--- src/logic/atpb_pkg.sv ---
/*
  Package for the arbitration table and power budget register block.
  Holds offsets, field positions, reset values and the carrier structs.
  Assumes a 32-bit APB register bus.
*/
`default_nettype none
package atpb_pkg;
  localparam logic [11:0] ATPB_OFS_TBL1      = 12'h244;
  localparam logic [11:0] ATPB_OFS_TBL2      = 12'h248;
  localparam logic [11:0] ATPB_OFS_TBL3      = 12'h24C;
  localparam logic [11:0] ATPB_OFS_PB_HDR    = 12'h280;
  localparam logic [11:0] ATPB_OFS_PB_SEL    = 12'h284;
  localparam logic [11:0] ATPB_OFS_PB_DATA   = 12'h288;
  localparam logic [11:0] ATPB_OFS_PB_VAL0   = 12'h300;
  localparam logic [11:0] ATPB_OFS_PB_VAL7   = 12'h31C;
  localparam logic [11:0] ATPB_OFS_TBL_CTL   = 12'h290;
  localparam int          ATPB_SLOT_W        = 4;
  localparam int          ATPB_SLOTS_WORD    = 8;
  localparam int          ATPB_CAPABILITY_IDENTIFIER_LSB     = 0;
  localparam int          ATPB_CAPABILITY_VERSION_LSB    = 16;
  localparam int          ATPB_NEXT_STRUCTURE_POINTER_LSB    = 20;
  localparam int          ATPB_SEL_W         = 8;
  localparam int          ATPB_CTL_LOAD_BIT  = 0;
  localparam int          ATPB_CTL_FLAG_BIT  = 16;
  localparam logic [7:0]  ATPB_SEL_MAX       = 8'h07;
  localparam logic [3:0]  ATPB_PORT_MAX      = 4'h7;
  localparam logic [31:0] ATPB_WORD_RST      = 32'h0000_0000;
  localparam logic [15:0] ATPB_CAPABILITY_IDENTIFIER_RST     = 16'h0000;
  localparam logic [3:0]  ATPB_CAPABILITY_VERSION_RST    = 4'h0;
  localparam logic [11:0] ATPB_NEXT_STRUCTURE_POINTER_RST    = 12'h000;
  localparam logic [7:0]  ATPB_SEL_RST       = 8'h00;
  localparam int          ATPB_LOAD_CYCLES   = 24;

  typedef struct packed {
    logic [11:0] next_structure_pointer;
    logic [3:0]  capability_version;
    logic [15:0] capability_identifier;
  } atpb_hdr_t;

  typedef struct packed {
    logic        wr;
    logic [11:0] addr;
    logic [31:0] wdata;
  } atpb_req_t;
endpackage : atpb_pkg
`default_nettype wire

--- src/logic/atpb_value_mem.sv ---
/*
  Eight-word store for the power data values, read data registered.
  Assumes writes are already qualified by the unlock condition.
*/
`timescale 1ns/100ps
`default_nettype none
module atpb_value_mem #(
  parameter int DEPTH = 8,
  parameter int AW    = 3
) (
  input  wire logic          pclk,
  input  wire logic          we,
  input  wire logic [AW-1:0] waddr,
  input  wire logic [31:0]   wdata,
  input  wire logic [AW-1:0] raddr,
  output logic      [31:0]   rdata
);
  logic [31:0] mem_q [DEPTH];

  // Contents are undefined after power-up, so the array has no reset.
  always_ff @(posedge pclk) begin
    if (we) begin
      mem_q[waddr] <= wdata;
    end
    rdata <= mem_q[raddr];
  end
endmodule : atpb_value_mem
`default_nettype wire

--- src/logic/atpb_regs.sv ---
/*
  Port arbitration table words 1 to 3 and the power budget header,
  data select, data readout and value store, reached over APB.
  Assumes pclk at 50 MHz, presetn asynchronous active low, and that the
  unlock inputs come from logic on the same clock.
*/
`timescale 1ns/100ps
`default_nettype none
module atpb_regs
  import atpb_pkg::*;
#(
  parameter int LOAD_CYCLES = ATPB_LOAD_CYCLES
) (
  input  wire logic        pclk,
  input  wire logic        presetn,
  input  wire logic        psel,
  input  wire logic        penable,
  input  wire logic        pwrite,
  input  wire logic [11:0] paddr,
  input  wire logic [31:0] pwdata,
  input  wire logic [3:0]  pstrb,
  output logic      [31:0] prdata,
  output logic             pready,
  output logic             pslverr,
  input  wire logic        header_unlock,
  input  wire logic        value_unlock,
  input  wire logic [2:0]  egress_port,
  input  wire logic        arb_advance,
  output logic      [3:0]  arb_port,
  output logic             arb_port_valid,
  output logic             table_coherency_flag
);
  typedef enum logic [2:0] {
    ATPB_IDLE   = 3'b001,
    ATPB_ACCESS = 3'b010,
    ATPB_DONE   = 3'b100
  } atpb_bus_t;

  atpb_bus_t   bus_q, bus_d;
  logic [31:0] tbl_q [3];
  logic [31:0] tbl_d [3];
  atpb_hdr_t   hdr_q, hdr_d;
  logic [7:0]  sel_q, sel_d;
  logic        flag_q, flag_d;
  logic        loading_q, loading_d;
  logic [7:0]  load_cnt_q, load_cnt_d;
  logic [31:0] prdata_d;
  logic        pslverr_d;
  logic [4:0]  phase_q, phase_d;
  logic [3:0]  port_q, port_d;
  logic        port_vld_q, port_vld_d;
  logic [31:0] tbl_view [3];
  logic [31:0] mem_rdata;
  logic        mem_we;
  logic        setup;
  logic        wr_acc;
  logic [3:0]  slot_code;
  logic [2:0]  word_idx;

  assign setup  = psel && !penable;
  assign wr_acc = (bus_q == ATPB_ACCESS) && pwrite;
  assign mem_we = wr_acc && value_unlock && (paddr >= ATPB_OFS_PB_VAL0)
                  && (paddr <= ATPB_OFS_PB_VAL7) && (paddr[1:0] == 2'b00);

  // The store is read continuously at the current selector; the readout word
  // therefore lags a selector write by one cycle, well before any new access.
  atpb_value_mem #(
    .DEPTH (8),
    .AW    (3)
  ) u_value_mem (
    .pclk  (pclk),
    .we    (mem_we),
    .waddr (paddr[4:2]),
    .wdata (pwdata),
    .raddr (sel_q[2:0]),
    .rdata (mem_rdata)
  );

  function automatic logic [31:0] merge(input logic [31:0] old, input logic [31:0] nw,
                                        input logic [3:0] strb);
    logic [31:0] r;
    r = old;
    for (int b = 0; b < 4; b++) begin
      if (strb[b]) begin
        r[8*b +: 8] = nw[8*b +: 8];
      end
    end
    return r;
  endfunction : merge

  // Slot views of the table words, each slot four bits wide.
  always_comb begin
    for (int w = 0; w < 3; w++) begin
      tbl_view[w] = tbl_q[w];
    end
  end

  // APB: one wait state, so each access answers two cycles after setup.
  always_comb begin
    bus_d     = bus_q;
    prdata_d  = prdata;
    pslverr_d = 1'b0;
    case (bus_q)
      ATPB_IDLE: begin
        if (setup) begin
          bus_d = ATPB_ACCESS;
        end
      end
      ATPB_ACCESS: begin
        bus_d    = ATPB_DONE;
        prdata_d = 32'h0000_0000;
        case (paddr)
          ATPB_OFS_TBL1:    prdata_d = tbl_view[0];
          ATPB_OFS_TBL2:    prdata_d = tbl_view[1];
          ATPB_OFS_TBL3:    prdata_d = tbl_view[2];
          ATPB_OFS_PB_HDR:  prdata_d = hdr_q;
          ATPB_OFS_PB_SEL:  prdata_d = {24'h000000, sel_q};
          ATPB_OFS_PB_DATA: prdata_d = (sel_q > ATPB_SEL_MAX) ? 32'h0000_0000
                                                              : mem_rdata;
          ATPB_OFS_TBL_CTL: prdata_d = {15'h0000, flag_q, 15'h0000, loading_q};
          default: begin
            if ((paddr >= ATPB_OFS_PB_VAL0) && (paddr <= ATPB_OFS_PB_VAL7)
                && (paddr[1:0] == 2'b00)) begin
              prdata_d = 32'h0000_0000;
            end else begin
              pslverr_d = 1'b1;
            end
          end
        endcase
        if (pwrite) begin
          prdata_d = 32'h0000_0000;
        end
      end
      ATPB_DONE: begin
        bus_d = setup ? ATPB_ACCESS : ATPB_IDLE;
      end
      default: bus_d = ATPB_IDLE;
    endcase
  end

  // Register writes, the coherency flag and the table load sequence.
  always_comb begin
    for (int w = 0; w < 3; w++) begin
      tbl_d[w] = tbl_q[w];
    end
    hdr_d      = hdr_q;
    sel_d      = sel_q;
    flag_d     = flag_q;
    loading_d  = loading_q;
    load_cnt_d = load_cnt_q;
    word_idx   = 3'b000;
    if (loading_q) begin
      if (load_cnt_q == 8'(LOAD_CYCLES - 1)) begin
        loading_d  = 1'b0;
        load_cnt_d = 8'h00;
        flag_d     = 1'b0;
      end else begin
        load_cnt_d = load_cnt_q + 8'h01;
      end
    end
    if (wr_acc) begin
      case (paddr)
        ATPB_OFS_TBL1, ATPB_OFS_TBL2, ATPB_OFS_TBL3: begin
          word_idx = 3'(paddr[3:2] - 2'b01);
          tbl_d[word_idx[1:0]] = merge(tbl_q[word_idx[1:0]], pwdata, pstrb);
          flag_d = 1'b1;
        end
        ATPB_OFS_PB_HDR: begin
          if (header_unlock) begin
            hdr_d = merge(hdr_q, pwdata, pstrb);
          end
        end
        ATPB_OFS_PB_SEL: begin
          if (pstrb[0]) begin
            sel_d = pwdata[ATPB_SEL_W-1:0];
          end
        end
        ATPB_OFS_TBL_CTL: begin
          if (pstrb[0] && pwdata[ATPB_CTL_LOAD_BIT] && !loading_q) begin
            loading_d  = 1'b1;
            load_cnt_d = 8'h00;
          end
        end
        default: ;
      endcase
    end
    // A table write landing as the load finishes keeps the flag set.
    if (wr_acc && (paddr >= ATPB_OFS_TBL1) && (paddr <= ATPB_OFS_TBL3)) begin
      flag_d = 1'b1;
    end
  end

  // Phase walker: presents slots eight to thirty-one in turn to the arbiter.
  always_comb begin
    phase_d    = phase_q;
    port_d     = port_q;
    port_vld_d = 1'b0;
    slot_code  = tbl_q[phase_q[4:3] - 2'b01][ATPB_SLOT_W*phase_q[2:0] +: ATPB_SLOT_W];
    if (arb_advance) begin
      phase_d = (phase_q == 5'd31) ? 5'd8 : phase_q + 5'd1;
      // Invalid codes drop out here, so the arbiter moves on at once.
      if (slot_code <= ATPB_PORT_MAX && slot_code[2:0] != egress_port) begin
        port_d     = slot_code;
        port_vld_d = 1'b1;
      end
    end
  end

  always_ff @(posedge pclk or negedge presetn) begin
    if (!presetn) begin
      bus_q      <= ATPB_IDLE;
      prdata     <= 32'h0000_0000;
      pready     <= 1'b0;
      pslverr    <= 1'b0;
      for (int w = 0; w < 3; w++) begin
        tbl_q[w] <= ATPB_WORD_RST;
      end
      hdr_q      <= {ATPB_NEXT_STRUCTURE_POINTER_RST, ATPB_CAPABILITY_VERSION_RST, ATPB_CAPABILITY_IDENTIFIER_RST};
      sel_q      <= ATPB_SEL_RST;
      flag_q     <= 1'b0;
      loading_q  <= 1'b0;
      load_cnt_q <= 8'h00;
      phase_q    <= 5'd8;
      port_q     <= 4'h0;
      port_vld_q <= 1'b0;
      arb_port       <= 4'h0;
      arb_port_valid <= 1'b0;
      table_coherency_flag <= 1'b0;
    end else begin
      bus_q      <= bus_d;
      prdata     <= prdata_d;
      pready     <= (bus_q == ATPB_ACCESS);
      pslverr    <= pslverr_d;
      for (int w = 0; w < 3; w++) begin
        tbl_q[w] <= tbl_d[w];
      end
      hdr_q      <= hdr_d;
      sel_q      <= sel_d;
      flag_q     <= flag_d;
      loading_q  <= loading_d;
      load_cnt_q <= load_cnt_d;
      phase_q    <= phase_d;
      port_q     <= port_d;
      port_vld_q <= port_vld_d;
      arb_port       <= port_d;
      arb_port_valid <= port_vld_d;
      table_coherency_flag <= flag_d;
    end
  end
endmodule : atpb_regs
`default_nettype wire

--- config.mk ---
export PLATFORM = sky130hd
export DESIGN_NAME = atpb_regs
export DESIGN_NICKNAME = d
export VERILOG_FILES = /design/src/logic/atpb_pkg.sv /design/src/logic/atpb_value_mem.sv /design/src/logic/atpb_regs.sv
export SDC_FILE = /design/constraint.sdc
export NUM_CORES = 1
export LEC_CHECK = 0
export BUFFER_PORTS_ARGS = -buffer_cell sky130_fd_sc_hd__clkbuf_2
export CORE_ASPECT_RATIO = 1.75
export CORE_MARGIN = 8
export CORE_UTILIZATION = 64
export CTS_BUF_LIST = sky130_fd_sc_hd__clkbuf_4
export DETAILED_ROUTE_END_ITERATION = 16
export HOLD_SLACK_MARGIN = 0.06
export PLACE_DENSITY_LB_ADDON = 0.15
export SYNTH_ARGS = -nofsm -noshare
export SYNTH_HDL_FRONTEND = slang
export SYNTH_SLANG_ARGS = --single-unit
--- constraint.sdc ---
create_clock -name pclk -period 4.5 [get_ports pclk]
set_input_delay 0.675 -clock pclk [delete_from_list [all_inputs] [get_ports pclk]]
set_output_delay 0.675 -clock pclk [all_outputs]
set_load 0.02 [all_outputs]
Yosys cells after proc, flatten, opt, wreduce, memory -nomap -nowiden. Memory sizes are Yosys's and may differ from the RTL's. A register that Yosys moved wholly into a read port is not among the register bits. Index checks and enable logic that the tools add are counted.

Register bits: 193. Bits in writable memories: 256. Input bits: 59. Output and inout port bits: 40. Logic and storage cells: 126. Memories: 1.

$add $sub $neg: 4. Order comparisons: 9. Equal/unequal tests: 14. Shift operators: 1. Multiplexer cells: 50. Bitwise gates (word level): 2. Reduce and logical (&&, ||, !) cells: 26.

Memory list: u_value_mem.mem_q (words 8, width 32, rd ports 1, clocked after Yosys merged registers in 1, wr ports 1, RTL line atpb_value_mem.sv:18) `logic [31:0] mem_q [DEPTH];`.

Operators by type and width (count): $mux W32 (7); $pmux W32 S7 (1); $mux W8 (17); $bmux W32 S2 (2); $bwmux W96 (1); $eq A12 B10 Y1 const B (7); $demux W32 S2 (1); $shiftx A32 B6 Y4 (1); $ge A12 B10 Y1 const B (2); $le A12 B10 Y1 const B (2); $mux W1 (17); $reduce_and A4 Y1 (4); $logic_and A1 B1 Y1 (14); $pmux W3 S3 (1); $add A8 B1 Y8 const B (1); $eq A8 B5 Y1 const B (1); $gt A8 B3 Y1 const B (1); $reduce_or A7 Y1 (1); $ge A3 B3 Y1 const B (2); $not A2 Y3 (2); $add A5 B1 Y5 const B (1); $eq A5 B5 Y1 const B (1); $mux W5 (1); $le A4 B3 Y1 const B (1); other kinds (14) (17).

Depth between registers and ports, before layout.
Depth after elaboration: 10. Mapped depth: 10. Depth with buffers taken out: 9.

By module. A second synthesis with hierarchy kept.

Cells, all modules: 1346. Area, all modules: 20982.6 um^2.

Modules (own cells, without submodules): atpb_regs (times used 1, cells each 931, area each 10516.3 um^2, seq. area each 4832.1 um^2); atpb_value_mem (times used 1, cells each 415, area each 10466.3 um^2, seq. area each 8328.0 um^2).

Worst setup path before layout. OpenSTA, ideal clock, no wires.

Path type: in2reg. From: input paddr[11]. To: memory u_value_mem.mem_q[0][0], enable pin. Library setup time: 0.468 ns. Data arrival time: 4.200 ns. Required time: 4.032 ns. Setup slack: -0.168 ns. Stages: 5. Path buffers: 0. Path through: nor4_2 -> and4b_1 -> and3_1 -> and2_1 -> nor3b_1.

Cells in the longest elaborated chain, start to end: 6. Elaborated cells on any way between the ends: 7. Classes of those cells: 2 x order compare; 2 x mux; 3 x reduce/logical.

RTL lines: start: declaration (RTL line atpb_regs.sv:19) `input wire logic [11:0] paddr,`; $ge A12 B10 Y1 (RTL line atpb_regs.sv:62) `assign mem_we = wr_acc && value_unlock && (paddr >= ATPB_OFS_PB_VAL0)`; $logic_and A1 B1 Y1 (RTL line atpb_regs.sv:62); $logic_and A1 B1 Y1 (*) (2 in a row) (RTL line atpb_regs.sv:63) `&& (paddr <= ATPB_OFS_PB_VAL7) && (paddr[1:0] == 2'b00);`; $mux W1 (*) (RTL line atpb_value_mem.sv:22) `if (we) begin`; $mux W1 (implied by the code) (*) (RTL line atpb_value_mem.sv:23) `mem_q[waddr] <= wdata;`; end: declaration (RTL line atpb_value_mem.sv:18).

Mark *: on every way between the ends. The rest lies on a longest branch, timed or not.

Worst setup path after layout.
From: register phase_q[3]. To: register port_q[0].

Cells in the longest elaborated chain, start to end: 9. Elaborated cells on any way between the ends: 10. Classes of those cells: 1 x add/sub; 1 x order compare; 1 x eq/ne; 1 x shift; 3 x mux; 1 x bitwise; 2 x reduce/logical.

RTL lines: start: declaration (RTL line atpb_regs.sv:49) `logic [4:0] phase_q, phase_d;`; start signal: assignment (RTL line atpb_regs.sv:242) `phase_q <= phase_d;`; $sub A2 B1 Y2 (*) (RTL line atpb_regs.sv:198) `slot_code = tbl_q[phase_q[4:3] - 2'b01][ATPB_SLOT_W*phase_q[2:0] +: ATPB_SLOT_W];`; $not A2 Y3 (implied by the code) (*) (RTL line atpb_regs.sv:198); $bmux W32 S2 (*) (RTL line atpb_regs.sv:198); $mux W32 (implied by the code) (*) (2 in a row) (RTL line atpb_regs.sv:198); $shiftx A32 B6 Y4 (*) (RTL line atpb_regs.sv:198); $le A4 B3 Y1 / $ne A3 B3 Y1 (equally long branches) (RTL line atpb_regs.sv:202) `if (slot_code <= ATPB_PORT_MAX && slot_code[2:0] != egress_port) begin`; $logic_and A1 B1 Y1 (RTL line atpb_regs.sv:202); $reduce_and A2 Y1 (no source line); end signal: assignment (RTL line atpb_regs.sv:243) `port_q <= port_d;`; end: declaration (RTL line atpb_regs.sv:50) `logic [3:0] port_q, port_d;`.

Mark *: on every way between the ends. The rest lies on a longest branch, timed or not. The select of a mux whose other input is x is not followed. A chain may end at the register's enable or synchronous reset.

==> metrics.md <==
| Metric | Value |
|---|---|
| Vias in the first global route | `around 14,000` |
| Post_cts resized | `0` |
| Grt total ovfl | `0` |
| Slew HR | `0.416` |
| Drt wl/cell | `24.5 um` |
| Die Area | `around 0.039 mm2` |
| WL met1 | `19,500 um` |
| Syn_area_per_cell | `around 15 um2` |
| DRC Markers | `0` |
| Placed cell count | `between 1,500 and 2,000` |
| CTS Buffer Depth | `3` |
| Clock slew at reported path FFs | `0.07 ns` |
| CP Class | `reg2reg` |
| Synth Cell Area | `0.0208 mm2` |
| Maximum vdd drop | `0.000255 V` |
| CTS tree | `yes` |
| Run status | `completed` |
| H-tree depth | `3` |
| I/O Pins | `99` |
| Worst-path cell chain | `buf_4 > buf_4 > mux2i_1 > o21ai_0 > o21ai_0 > a31oi_1 > xnor2_1 > a311oi_1 > nor3b_1` |
| Worst hold path depth | `2` |
| GPL Wtd Cong | `0.881` |
| Met2 wire length | `25,100 um` |
| Sequential element share of the synthesized area | `0.632` |
| Hold Crit Start | `psel` |
| CTS buffer count | `105` |
| Crit start category | `register` |
| CTS sink cnt | `481` |
| Max stage delay on crit path | `1.02 ns` |
| Root Driver | `clkbuf_4` |
| Highest-count cells in the layout ignoring fill and taps | `edfxtp_1 (256), dfrtp_1 (189), mux2_2 (170)` |
| Async SR Flop Fraction | `0.401` |
| Combinational power share | `0.107` |
| Total track usage | `0.262` |
| Max Fclk | `302 MHz` |
| Post-CTS setup buffer count | `0` |
| EDFF count, synth | `256` |
| Int Pwr | `6.86 mW` |
| WP data required | `~5.2 ns` |
| Layout Nets | `1,615` |
| Max-Cap Viols | `0` |
| Sw power | `2.42 mW` |
| Max Used Layer | `met4` |
| Commonest non-fill, non-tap cell in the layout | `edfxtp_1` |
| Core Area | `between 0.03 and 0.04 mm2` |
| Switching share of total power | `0.261` |
| Count of cell types in the netlist | `66` |
| Pwr Total | `a little over 9 mW` |
| Worst clock skew | `0.0506 ns` |
| Reg2Reg Setup Slack | `between 1 and 1.5 ns` |
| Rows | `87` |
| Fin cells | `2,039` |
| Worst Hold Class | `in2reg` |
| Worst hold slack | `0.135 ns` |
| CP endpoint | `port_q[0]` |
| Worst-skew pair later-pin latency | `roughly 0.8 ns` |
| LEAKAGE | `9.11 nW` |
| Part of the cycle the worst path needs | `0.735` |
| RSZ-0062 raised after global routing | `no` |
| Routed length on met3 | `3170 um` |
| Via count | `~13,000` |
| First-pass GRT wire length | `between 70,000 and 80,000 um` |
| Initial antenna violation count | `2` |
| Final ANT Viol Nets | `0` |
| Crit path max fanout | `29` |
| Most used DFF post-synth | `edfxtp_1` |
| Tightest Pin Transition | `0.874 ns` |
| Final Max Slew Viols | `0` |
| Critical-path top delay cell | `dfstp_2` |
| Endpoint class of the critical path | `register` |
| Flops & latches, synth | `a little under 500` |
| # port buffers | `98` |
| Die H | `255 um` |
| Sequential fraction of design power | `0.528` |
| DR pass1 iterations | `7` |
| Vias per cell | `6.47` |
| Pin count of the biggest net entering global routing | `82` |
| Tmin final | `~3.3 ns` |
| CP arrival | `4.00 ns` |
| Power Density | `400 mW/mm2` |
| Syn_nets | `1,465` |
| RR Startpoint | `phase_q[3]` |
| Count of yosys warnings during synthesis | `0` |
| Hold Fails Final Rpt | `0` |
| # setup viols final | `0` |
| Detailed Route WL | `between 40,000 and 50,000 um` |
| R2r worst-path depth | `9` |
| Hpwl dp | `~32,000 um` |
| Final TNS setup | `0 ns` |
| Clk pwr share | `0.365` |
| Synthesis-to-finish area growth | `11.5%` |
| Crit. Startpoint | `phase_q[3]` |
| Initial Util | `0.649` |
| Synth Instances | `1,398` |
| Critical R2R Capture | `port_q[0]` |
| Iteration-0 DRC Markers | `about 1,100` |
| Die W | `152 um` |
| Share of cells above drive strength 1 | `0.355` |
## how the worst min path moves through the flow
stage                      to  slack [ns]
2_1_floorplan  arb_port_valid        0.38
3_3_place_gp         bus_q[1]        0.46
3_5_place_dp       prdata[14]        0.46
4_1_cts              bus_q[1]        0.07
5_1_grt              bus_q[1]        0.12
6_report             bus_q[1]        0.13
## metal layers
metal,up-vias,global-route usage
met5,-,0
met1,6666,0.321
li1,5837,-
met2,555,0.437
met3,131,0.0472
met4,0,0.149
## kinds of logic after synthesis
group / Yosys count / synth area share
AOI/OAI and AO/OA: 258 / 0.0943
muxes: 272 / 0.181
xor gates and xnor gates: 9 / 0.00378
adders and majority gates: 8 / 0.00481
and+or+nand+nor: 227 / 0.0533
buffers and inverters: 143 / 0.0309
DFF: 481 / 0.632
## worst max-delay path, delay by kind of cell, from the launching register on
| family | cells | cell delay, ns |
|---|---|---|
| multiplexers | 1 | 0.21 |
| AND/OR/NAND/NOR | 1 | 0.24 |
| XOR/XNOR | 1 | 0.45 |
| AO/OA/AOI/OAI | 4 | 0.68 |
| flip-flops | 1 | 1.02 |
| buffers and inverters | 2 | 0.61 |
## synthesized netlist by cell type (all sizes together), types with 8 or more instances
library cell / n / share of area
clkbuf: 61 / 0.011
a22o: 9 / 0.0038
ha: 8 / 0.0048
buf: 39 / 0.012
dfxtp: 32 / 0.031
o21ai: 45 / 0.011
o211ai: 17 / 0.0061
nor3b: 8 / 0.0034
nor2: 51 / 0.0096
inv: 42 / 0.0076
dfrtp: 191 / 0.23
mux2: 170 / 0.092
edfxtp: 256 / 0.37
mux2i: 35 / 0.017
nand2: 105 / 0.019
o31ai: 26 / 0.0094
a221oi: 68 / 0.030
mux4: 67 / 0.072
a21oi: 37 / 0.0091
nand3b: 14 / 0.0050
nor3: 8 / 0.0024
nor2b: 8 / 0.0028
nand3: 9 / 0.0022
a22oi: 8 / 0.0029
a222oi: 32 / 0.015
## power groups by stage
stage                     clock network [mW]  logic (mW)  registers (mW)
after floorplan                            0       0.651            4.99
final                                   3.39       0.996            4.90
after detailed placement                   0       0.995            4.99
after global placement                     0       0.971            4.99
after CTS                               3.47       0.999            4.90
after global routing                    3.66        1.09            4.92
## through the flow
step	utilization	instance area [um2]	worst slack [ns]
final	0.723	23200	1.19
after global routing	0.723	23200	0.904
after CTS	0.723	23200	1.21
after detailed placement	0.678	21800	1.12
after global placement	0.678	21800	1.23
after floorplan	-	20800	0.0476
## area by class of cell
| class | count | area [um2] |
|---|---|---|
| sequential | 481 | 13200 |
| fill | 2120 | 8890 |
| tap | 400 | 500 |
| inverter | 43 | 161 |
| antenna | 2 | 5.00 |
| clock buffer | 169 | 1270 |
| clock inverter | 27 | 135 |
| multi-input combinational | 774 | 7090 |
| timing repair buffer | 143 | 895 |
## sequential cells by signal (all words and copies together), names as in the netlist, 3 cells and up
register	count
phase_q	5
port_q	4
u_value_mem.mem_q	256
u_value_mem.rdata	32
load_cnt_q	8
bus_q	3
sel_q	8
tbl_q	96
prdata	32
hdr_q	32
## repair_timing
item | 4_1_cts | 5_1_grt
endpoints found under the setup margin | 0 | 0
hold endpoints to repair | 58 | 0
hold buffers | 3 | 0
(Power assumes the default switching activity.)
